--- config.mk ---
export PLATFORM = sky130hd
export DESIGN_NAME = actuator_mode_and_override_control
export DESIGN_NICKNAME = d
export VERILOG_FILES = /design/src/verilog/actuator_mode_and_override_control.v
export VERILOG_INCLUDE_DIRS = /design/src /design/src/verilog
export SDC_FILE = /design/constraint.sdc
export NUM_CORES = 1
export LEC_CHECK = 0
export BUFFER_PORTS_ARGS = -buffer_cell sky130_fd_sc_hd__buf_2
export CORE_MARGIN = 2
export CORE_UTILIZATION = 35
export CTS_BUF_LIST = sky130_fd_sc_hd__clkbuf_8
export CTS_CLUSTER_SIZE = 40
export DETAILED_ROUTE_END_ITERATION = 8
export GPL_TIMING_DRIVEN = 0
export SYNTH_ARGS = -nofsm -noshare
export SYNTH_HDL_FRONTEND = slang
export SYNTH_SLANG_ARGS = --single-unit
--- constraint.sdc ---
create_clock -name sys_clk -period 17.11 [get_ports sys_clk]
set_input_delay 2.5665 -clock sys_clk [delete_from_list [all_inputs] [get_ports sys_clk]]
set_output_delay 2.5665 -clock sys_clk [all_outputs]
set_load 0.005 [all_outputs]
--- src/verilog/actuator_regs.vh ---
// Notes on behaviour
// Mode press advances function, lights its indicator
// Selected indicator steady, except manual centering and auto under comms
// Zero-based 5V/10V spans skip loss function
// Adjust buttons act on selected function only
// Override above threshold disables buttons, manual lit
// Override released resumes previously selected mode
// Override operation decoded from input resistance
// Open/close drive in learned setpoint directions
// Latch keeps previous open or close running
// Off and stop halt motor, clear latch
// Override movement stops at stored position
// Feedback fault: timed run, ended by off/stop
// Stall stops motor; retry after off/latch/stop
// Trip blocks that direction; opposite move clears
// Double trip cleared by manual mode only
// External command ignored outside automatic mode
// Minimum command closed, full scale open
// Comms may override; auto indicator flashes then
// Manual up drives motor1 high, down reverses
// Manual indicator flash slows away from midrange
// Closed function seeks, adjusts, stores on press
// Open function behaves like closed function
// Motor off ties both terminals to negative
// Auto target interpolated between setpoints linearly
// Buttons debounced, acted on once per press
`ifndef ACTUATOR_REGS_VH
`define ACTUATOR_REGS_VH

`define MODE_MANUAL 3'h0
`define MODE_CLOSE 3'h1
`define MODE_OPEN 3'h2
`define MODE_LOSS 3'h3
`define MODE_AUTO 3'h4

`define OP_NONE 3'h0
`define OP_OFF 3'h1
`define OP_LATCH 3'h2
`define OP_OPEN 3'h3
`define OP_CLOSE 3'h4
`define OP_STOP 3'h5

`define RUN_IDLE 2'h0
`define RUN_OPEN 2'h1
`define RUN_CLOSE 2'h2

`define OHM_SHORT_MAX 14'h00FA
`define OHM_OFF_MIN 14'h10CC
`define OHM_LATCH_LO 14'h0C3F
`define OHM_LATCH_HI 14'h0D89
`define OHM_OPEN_LO 14'h076C
`define OHM_OPEN_HI 14'h0834
`define OHM_CLOSE_LO 14'h0474
`define OHM_CLOSE_HI 14'h04EC
`define OHM_STOP_LO 14'h01E5
`define OHM_STOP_HI 14'h0217

`define CT_ZERO_5V 3'h2
`define CT_ZERO_10V 3'h3

`define LD_LAST 2'h0
`define LD_OPEN 2'h1
`define LD_CLOSE 2'h2

`define POT_MID 10'h200
`define MID_BAND 10'h008
`define SEEK_BAND 10'h004
`define TRIP_CLEAR_MOVE 10'h010
`define CLOSED_SP_RST 10'h040
`define OPEN_SP_RST 10'h3C0
`define FLASH_BIT 5'h15

// 10 ms debounce and 15 minute fault run at 20 MHz
`define DEBOUNCE_CYC 18'h30D40
`define FB_RUN_CYC_DEF 36'h430E23400

`endif

--- src/verilog/actuator_mode_and_override_control.v ---
`timescale 1ns/1ns
`default_nettype none
`include "actuator_regs.vh"

module actuator_mode_and_override_control #(
  parameter [17:0] DEB_CYC = `DEBOUNCE_CYC,
  parameter [35:0] FB_RUN_CYC = `FB_RUN_CYC_DEF
) (
  // Clock and reset
  input wire sys_clk,
  input wire resetn,
  // Front-panel buttons, high while pressed
  input wire btn_mode,
  input wire btn_up,
  input wire btn_down,
  // Override input resistance in ohms
  input wire [13:0] ovr_ohms,
  // Command configuration and levels, 0 = span minimum
  input wire [2:0] cmd_type,
  input wire [9:0] cmd_level,
  input wire comm_active,
  input wire [9:0] comm_level,
  // Actuator feedback and protection events
  input wire [9:0] position,
  input wire fb_fault,
  input wire stall,
  input wire current_trip,
  // Motor drive; low means tied to supply_negative
  output reg motor1_high,
  output reg motor2_high,
  // Indicators
  output reg led_manual,
  output reg led_close,
  output reg led_open,
  output reg led_loss,
  output reg led_auto,
  // State
  output reg [2:0] mode,
  output reg override_on,
  output reg [9:0] closed_sp,
  output reg [9:0] open_sp,
  output reg [1:0] loss_default
);

  function [2:0] decode_ovr;
    input [13:0] r;
    begin
      if (r <= `OHM_SHORT_MAX)
        decode_ovr = `OP_NONE;
      else if (r >= `OHM_STOP_LO && r <= `OHM_STOP_HI)
        decode_ovr = `OP_STOP;
      else if (r >= `OHM_CLOSE_LO && r <= `OHM_CLOSE_HI)
        decode_ovr = `OP_CLOSE;
      else if (r >= `OHM_OPEN_LO && r <= `OHM_OPEN_HI)
        decode_ovr = `OP_OPEN;
      else if (r >= `OHM_LATCH_LO && r <= `OHM_LATCH_HI)
        decode_ovr = `OP_LATCH;
      else
        decode_ovr = `OP_OFF; // Between bands or above 4.3K: safest is off
    end
  endfunction

  function [9:0] distance;
    input [9:0] a;
    input [9:0] b;
    begin
      distance = (a > b) ? a - b : b - a;
    end
  endfunction

  function [1:0] seek;
    input [9:0] tgt;
    input [9:0] pos;
    begin
      if ({1'b0, pos} + {1'b0, `SEEK_BAND} < {1'b0, tgt})
        seek = 2'b10;
      else if ({1'b0, tgt} + {1'b0, `SEEK_BAND} < {1'b0, pos})
        seek = 2'b01;
      else
        seek = 2'b00;
    end
  endfunction

  function [2:0] advance;
    input [2:0] m;
    input [2:0] ct;
    begin
      case (m)
        `MODE_MANUAL: advance = `MODE_CLOSE;
        `MODE_CLOSE: advance = `MODE_OPEN;
        `MODE_OPEN: advance = (ct == `CT_ZERO_5V || ct == `CT_ZERO_10V) ?
                              `MODE_AUTO : `MODE_LOSS;
        `MODE_LOSS: advance = `MODE_AUTO;
        default: advance = `MODE_MANUAL;
      endcase
    end
  endfunction

  // Debounce: a level counts only when two samples a period apart agree
  reg [17:0] deb_cnt;
  reg [2:0] samp;
  reg [2:0] btn_lvl;
  reg [2:0] btn_prev;
  reg [25:0] blink_cnt;
  wire [2:0] raw = {btn_down, btn_up, btn_mode};
  wire deb_tick = (deb_cnt == DEB_CYC - 18'h00001);
  wire [2:0] press = btn_lvl & ~btn_prev;

  always @(posedge sys_clk or negedge resetn) begin
    if (!resetn) begin
      deb_cnt <= 18'h00000;
      samp <= 3'h0;
      btn_lvl <= 3'h0;
      btn_prev <= 3'h0;
      blink_cnt <= 26'h0000000;
    end else begin
      deb_cnt <= deb_tick ? 18'h00000 : deb_cnt + 18'h00001;
      blink_cnt <= blink_cnt + 26'h0000001;
      btn_prev <= btn_lvl;
      if (deb_tick) begin
        samp <= raw;
        btn_lvl <= (samp & raw) | (btn_lvl & (samp ^ raw));
      end
    end
  end

  wire [2:0] op = decode_ovr(ovr_ohms);
  wire ovr = (op != `OP_NONE);
  wire open_up = (open_sp >= closed_sp);
  wire [1:0] open_drive = open_up ? 2'b10 : 2'b01;
  wire [1:0] close_drive = open_up ? 2'b01 : 2'b10;
  wire at_open = open_up ? (position >= open_sp) : (position <= open_sp);
  wire at_closed = open_up ? (position <= closed_sp) : (position >= closed_sp);

  reg [1:0] run;
  reg stall_lock;
  reg blk_open;
  reg blk_close;
  reg dbl_trip;
  reg [9:0] trip_ref;
  reg [35:0] fb_timer;
  reg seeking;

  // Automatic target: comms wins over the analog command when active
  wire [9:0] auto_cmd = comm_active ? comm_level : cmd_level;
  wire signed [10:0] sp_span = $signed({1'b0, open_sp}) - $signed({1'b0, closed_sp});
  wire signed [21:0] sp_prod = sp_span * $signed({1'b0, auto_cmd});
  wire signed [21:0] sp_sum = sp_prod + $signed({2'b00, closed_sp, 10'h000});
  // With open above closed, full scale of 3FF lands one step short of open, inside the seek band
  wire [9:0] auto_tgt = sp_sum[19:10];

  wire start_open = (op == `OP_OPEN) && !stall_lock && !blk_open &&
                    (fb_fault || !at_open);
  wire start_close = (op == `OP_CLOSE) && !stall_lock && !blk_close &&
                     (fb_fault || !at_closed);
  wire moved_back = distance(position, trip_ref) >= `TRIP_CLEAR_MOVE;
  wire panel_manual = !ovr && mode == `MODE_MANUAL && (btn_lvl[1] || btn_lvl[2]);

  // Override movement sequencer
  always @(posedge sys_clk or negedge resetn) begin
    if (!resetn) begin
      run <= `RUN_IDLE;
      stall_lock <= 1'b0;
      blk_open <= 1'b0;
      blk_close <= 1'b0;
      dbl_trip <= 1'b0;
      trip_ref <= 10'h000;
      fb_timer <= 36'h000000000;
    end else begin
      if (op == `OP_OFF || op == `OP_LATCH || op == `OP_STOP)
        stall_lock <= 1'b0;
      if (!ovr || op == `OP_OFF || op == `OP_STOP) begin
        run <= `RUN_IDLE;
      end else if (start_open && run != `RUN_OPEN) begin
        run <= `RUN_OPEN;
        fb_timer <= FB_RUN_CYC;
      end else if (start_close && run != `RUN_CLOSE) begin
        run <= `RUN_CLOSE;
        fb_timer <= FB_RUN_CYC;
      end else if (run != `RUN_IDLE) begin
        // Latch and a held open/close both keep the movement going
        if (fb_fault) begin
          fb_timer <= fb_timer - 36'h000000001;
          if (fb_timer <= 36'h000000001) begin
            run <= `RUN_IDLE;
            stall_lock <= 1'b1;
          end
        end else if ((run == `RUN_OPEN && at_open) ||
                     (run == `RUN_CLOSE && at_closed)) begin
          run <= `RUN_IDLE;
        end
        if (run == `RUN_CLOSE && blk_open && !dbl_trip && moved_back)
          blk_open <= 1'b0;
        if (run == `RUN_OPEN && blk_close && !dbl_trip && moved_back)
          blk_close <= 1'b0;
      end
      if (ovr && run != `RUN_IDLE && current_trip) begin
        run <= `RUN_IDLE;
        trip_ref <= position;
        if (run == `RUN_OPEN)
          blk_open <= 1'b1;
        else
          blk_close <= 1'b1;
        if ((run == `RUN_OPEN && blk_close) || (run == `RUN_CLOSE && blk_open))
          dbl_trip <= 1'b1;
      end else if (ovr && run != `RUN_IDLE && stall) begin
        run <= `RUN_IDLE;
        stall_lock <= 1'b1;
      end else if (panel_manual) begin
        blk_open <= 1'b0;
        blk_close <= 1'b0;
        dbl_trip <= 1'b0;
      end
    end
  end

  // Mode sequencer and setpoints; mode is frozen during override
  always @(posedge sys_clk or negedge resetn) begin
    if (!resetn) begin
      mode <= `MODE_MANUAL;
      override_on <= 1'b0;
      closed_sp <= `CLOSED_SP_RST;
      open_sp <= `OPEN_SP_RST;
      loss_default <= `LD_LAST;
      seeking <= 1'b0;
    end else begin
      override_on <= ovr;
      if (!ovr) begin
        if (press[0]) begin
          mode <= advance(mode, cmd_type);
          seeking <= 1'b1;
          if (mode == `MODE_CLOSE)
            closed_sp <= position;
          if (mode == `MODE_OPEN)
            open_sp <= position;
        end else if (mode == `MODE_LOSS) begin
          if (press[1])
            loss_default <= (loss_default == `LD_CLOSE) ? `LD_LAST : loss_default + 2'h1;
          else if (press[2])
            loss_default <= (loss_default == `LD_LAST) ? `LD_CLOSE : loss_default - 2'h1;
        end else if (btn_lvl[1] || btn_lvl[2]) begin
          seeking <= 1'b0;
        end
      end
    end
  end

  // Motor drive choice
  reg [1:0] next_drive;
  always @* begin
    next_drive = 2'b00;
    if (ovr) begin
      if (run == `RUN_OPEN)
        next_drive = open_drive;
      else if (run == `RUN_CLOSE)
        next_drive = close_drive;
    end else begin
      case (mode)
        `MODE_MANUAL: begin
          if (btn_lvl[1])
            next_drive = 2'b10;
          else if (btn_lvl[2])
            next_drive = 2'b01;
        end
        `MODE_CLOSE, `MODE_OPEN: begin
          if (btn_lvl[1])
            next_drive = 2'b10;
          else if (btn_lvl[2])
            next_drive = 2'b01;
          else if (seeking)
            next_drive = seek((mode == `MODE_CLOSE) ? closed_sp : open_sp,
                              position);
        end
        `MODE_AUTO: next_drive = seek(auto_tgt, position);
        default: next_drive = 2'b00;
      endcase
    end
  end

  // Flash rate slows one octave per distance step from midrange
  wire [9:0] mid_dist = distance(position, `POT_MID);
  wire [4:0] flash_sel = `FLASH_BIT + {2'b00, mid_dist[9:7]};
  wire centre_flash = (mid_dist < `MID_BAND) | blink_cnt[flash_sel];
  wire blink = blink_cnt[`FLASH_BIT];

  always @(posedge sys_clk or negedge resetn) begin
    if (!resetn) begin
      motor1_high <= 1'b0;
      motor2_high <= 1'b0;
      led_manual <= 1'b0;
      led_close <= 1'b0;
      led_open <= 1'b0;
      led_loss <= 1'b0;
      led_auto <= 1'b0;
    end else begin
      motor1_high <= next_drive[1];
      motor2_high <= next_drive[0];
      led_manual <= ovr | (mode == `MODE_MANUAL & centre_flash);
      led_close <= !ovr && (mode == `MODE_CLOSE ||
                   (mode == `MODE_LOSS && loss_default == `LD_CLOSE && blink));
      led_open <= !ovr && (mode == `MODE_OPEN ||
                  (mode == `MODE_LOSS && loss_default == `LD_OPEN && blink));
      led_loss <= !ovr && mode == `MODE_LOSS;
      led_auto <= !ovr && mode == `MODE_AUTO && (!comm_active || blink);
    end
  end

endmodule
`default_nettype wire

==> flow_summary.yaml <==
global_routing:
  grt_usage_pct: 17.9
  antenna_found_initial: 1
  grt_pass1_vias: 11756
  grt_pass1_wl_um: 61100
  grt_max_degree: 85
  overflow: 0
timing:
  rsz0062_at_grt: "no"
  fmax_ghz: 0.0914
  period_share_pct: 64.0
  maxSlewHeadroom_pct: 13.9
  setup_slack_ns: 6.17
  hold_slack_ns: 0.461
  tns_ns: 0
  setup_viol: 0
  skew_ns: 0.0145
  worstMarginPinSlew_ns: 1.26
  period_minus_slack_ns: 10.94
  maxSlewViolCount: 0
  hold_violations: 0
routing:
  first_pass_iters: 8
  wl_per_cell_um: 16.1
  ant_nets: 0
  drtIter0Drc: 689
  vias: 11736
  wirelength_um: 36600
  viasPerCell: 5.16
  drc: 0
cts:
  path_clk_slew_ns: 0.08
  cts_tree: "yes"
  cts-root-buf: "clkbuf_8"
  cts_resized: 0
  h-tree-depth: 4
  clkSinkCount: 139
  post_cts_buffers: 0
  clk_latency_ns: 0.45
  ctsLongestPathBuffers: 2
  cts_buffers: 17
  holdBufCountCts: 0
critical_path:
  crit_path_end_kind: "flip-flop"
  crit_type: "input pin to flip-flop"
  rr_worst_depth: 36
  required_ns: 17.45
  reg2reg_slack_ns: 6.89
  r2r_start: "closed_sp[4]"
  critPathArrivalTime_ns: 11.28
  worstReg2RegEnd: "motor2_high"
  cp_max_fo: 10
  startpoint_type: "input pin"
logic_synthesis:
  synthCells: 1624
  yosysSeqAreaShare_pct: 24.2
  syn_area_sq_um: 14400
  yosys_warnings: 0
  synth_edf_count: 0
  ys_types: 77
  ys.flop_type: "dfrtp_1"
  synth.net_count: 1936
  ys_ff_latch: 139
  synth_area_per_cell_sq_um: 8.85
  async_flop_share_pct: 100
power:
  p_comb_share_pct: 16.2
  clkPwrFrac_pct: 37.6
  p_leak_nw: 7.48
  ir_worst_vdd_uv: 43.1
  finalPower_mw: 0.753
  power.density_nw_per_um2: 47.4
  p_switching_mw: 0.232
  internal-power_mw: 0.521
  power_switching_share_pct: 30.8
  pwr-share-seq_pct: 46.2
floorplan:
  fp.dieH_um: 207
  rows: 74
  die_x_um: 207
  design.die.area_sq_um: 42700
  coreArea_sq_um: 40600
  start_util_pct: 35.4
  num_io_pins: 89
cells_and_area:
  area_growth_syn_to_layout_pct: 10.7
  num_antenna_cells: 0
  fin_cells: 2274
  drive_gt1_share_pct: 10.0
  num-nets-final: 2041
min_path:
  hold_path_end: "btn_prev[0]"
  hp-class: "flip-flop to flip-flop"
  min_path_cells: 0
  hp-start: "btn_lvl[0]"
placement:
  dpl.hpwl_um: 29300
  gp_congestion: 0.883
  port_buffers: 85
  dp_cells: 2242
  place_ws_ns: 5.75
run:
  maxCapViolCount: 0
outcome:
  status: "finished, final reports clean"
-- logic make-up (layout without fill, tap and decap cells) --
family,Yosys count,count (layout),synth area share [%]
adder cells (fa/ha/maj),256,256,27.9
AO/OA/AOI/OAI,235,235,10.4
XOR/XNOR,142,142,8.65
flip-flops,139,139,24.2
multiplexers,31,31,2.42
AND/OR/NAND/NOR,565,565,19.6
buffers and inverters,256,374,6.76
-- cell type report --
class	count	area [sq um]
buffer	39	156
clock buffer	17	234
clock inverter	15	176
fill	4110	24700
inverter	217	815
multi-input combinational	1229	9910
sequential	139	3480
tap	532	666
timing repair buffer	86	459
-- flip-flops by register name (all words and copies together), names as in the netlist, 2 cells and up --
name / flops
loss_default: 2
run: 2
samp: 3
mode: 3
btn_prev: 3
closed_sp: 10
btn_lvl: 3
trip_ref: 10
blink_cnt: 26
fb_timer: 36
deb_cnt: 18
open_sp: 10
-- worst max-delay path: stages --
cell and delay [ns]:
buf_2 0.12, buf_1 0.62, mux2i_1 1.09, nor2_1 0.57, fa_1 0.71, fa_1 0.44
fa_1 0.49, inv_1 0.06, fa_1 0.55, inv_1 0.04, ha_1 0.37, a21o_1 0.19
a211oi_1 0.23, o31ai_1 0.17, a211o_1 0.32, a21oi_1 0.22, o21bai_1 0.12, a21oi_1 0.19
xor2_1 0.34, ha_1 0.22, nand4_1 0.15, o22ai_1 0.19, nor3_1 0.11, o31a_1 0.13
a31oi_1 0.28, o2111ai_1 0.21, a221o_1 0.36, a41oi_1 0.21
-- power groups by stage --
stage                     sequential [mW]  clock (mW)  combinational, mW
after detailed placement            0.354           0              0.121
after floorplan                     0.352           0             0.0800
after global routing                0.349       0.304              0.137
after CTS                           0.348       0.291              0.122
after global placement              0.354           0              0.118
final                               0.348       0.283              0.122
-- synth_stat cells, types with 6 or more instances --
| library cell | instances | area, sq um |
|---|---|---|
| a21o_1 | 16 | 120 |
| nor2b_1 | 23 | 144 |
| and2_1 | 14 | 87.6 |
| o21a_1 | 6 | 45.0 |
| xor2_1 | 43 | 377 |
| dfrtp_1 | 134 | 3350 |
| nor2_1 | 150 | 563 |
| a2111oi_0 | 7 | 61.3 |
| nand3b_1 | 7 | 52.6 |
| nand2_1 | 153 | 574 |
| and3_1 | 19 | 119 |
| a211oi_1 | 15 | 113 |
| nand2b_1 | 9 | 56.3 |
| or2_2 | 7 | 43.8 |
| mux2_2 | 10 | 113 |
| o211ai_1 | 6 | 45.0 |
| xnor2_1 | 99 | 867 |
| mux2i_1 | 19 | 190 |
| inv_1 | 213 | 800 |
| nor3b_1 | 6 | 45.0 |
| nand3_1 | 65 | 325 |
| o21ai_0 | 70 | 350 |
| nor3_1 | 36 | 180 |
| clkbuf_1 | 32 | 120 |
| nor4_1 | 13 | 81.3 |
| a21oi_1 | 59 | 295 |
| or3_1 | 9 | 56.3 |
| nand4_1 | 18 | 113 |
| a31oi_1 | 10 | 62.6 |
| ha_1 | 149 | 1860 |
| fa_1 | 107 | 2140 |
-- how the worst max path moves through the flow --
stage	start	end	slack [ns]	depth (start not counted)
3_5_place_dp	comm_active	motor2_high	5.75	28
2_1_floorplan	comm_active	motor2_high	7.42	31
5_1_grt	comm_active	motor2_high	5.60	28
3_3_place_gp	comm_active	motor2_high	5.91	28
6_report	comm_active	motor2_high	6.17	28
4_1_cts	comm_active	motor2_high	6.18	28
-- routing by layer --
metal / up-vias / track usage [%] / wire, um
li1: 5648 / - / -
met1: 5734 / 24.6 / 16800
met2: 302 / 29.1 / 17000
met3: 50 / 3.19 / 2090
met4: 2 / 5.00 / 744
met5: - / 0 / 11
-- stage by stage --
stage               util, %  area, sq um
global placement       38.0        15500
CTS                    39.1        15900
finish                 39.1        15900
floorplan                 -        14400
global route           39.1        15900
detailed placement     38.1        15500
-- layout by cell type (no fill, tap or decap), drive strengths merged, types with 18 or more instances in the layout --
cell / n
xor2: 43
a21oi: 59
nor4: 18
nand3: 66
nor3: 41
and3: 19
fa: 107
buf: 93
mux2i: 19
clkbuf: 49
nand2: 153
nor2b: 23
nand4: 19
xnor2: 99
ha: 149
inv: 221
nor2: 150
o21ai: 71
dfrtp: 134
(Power assumes the default switching activity.)
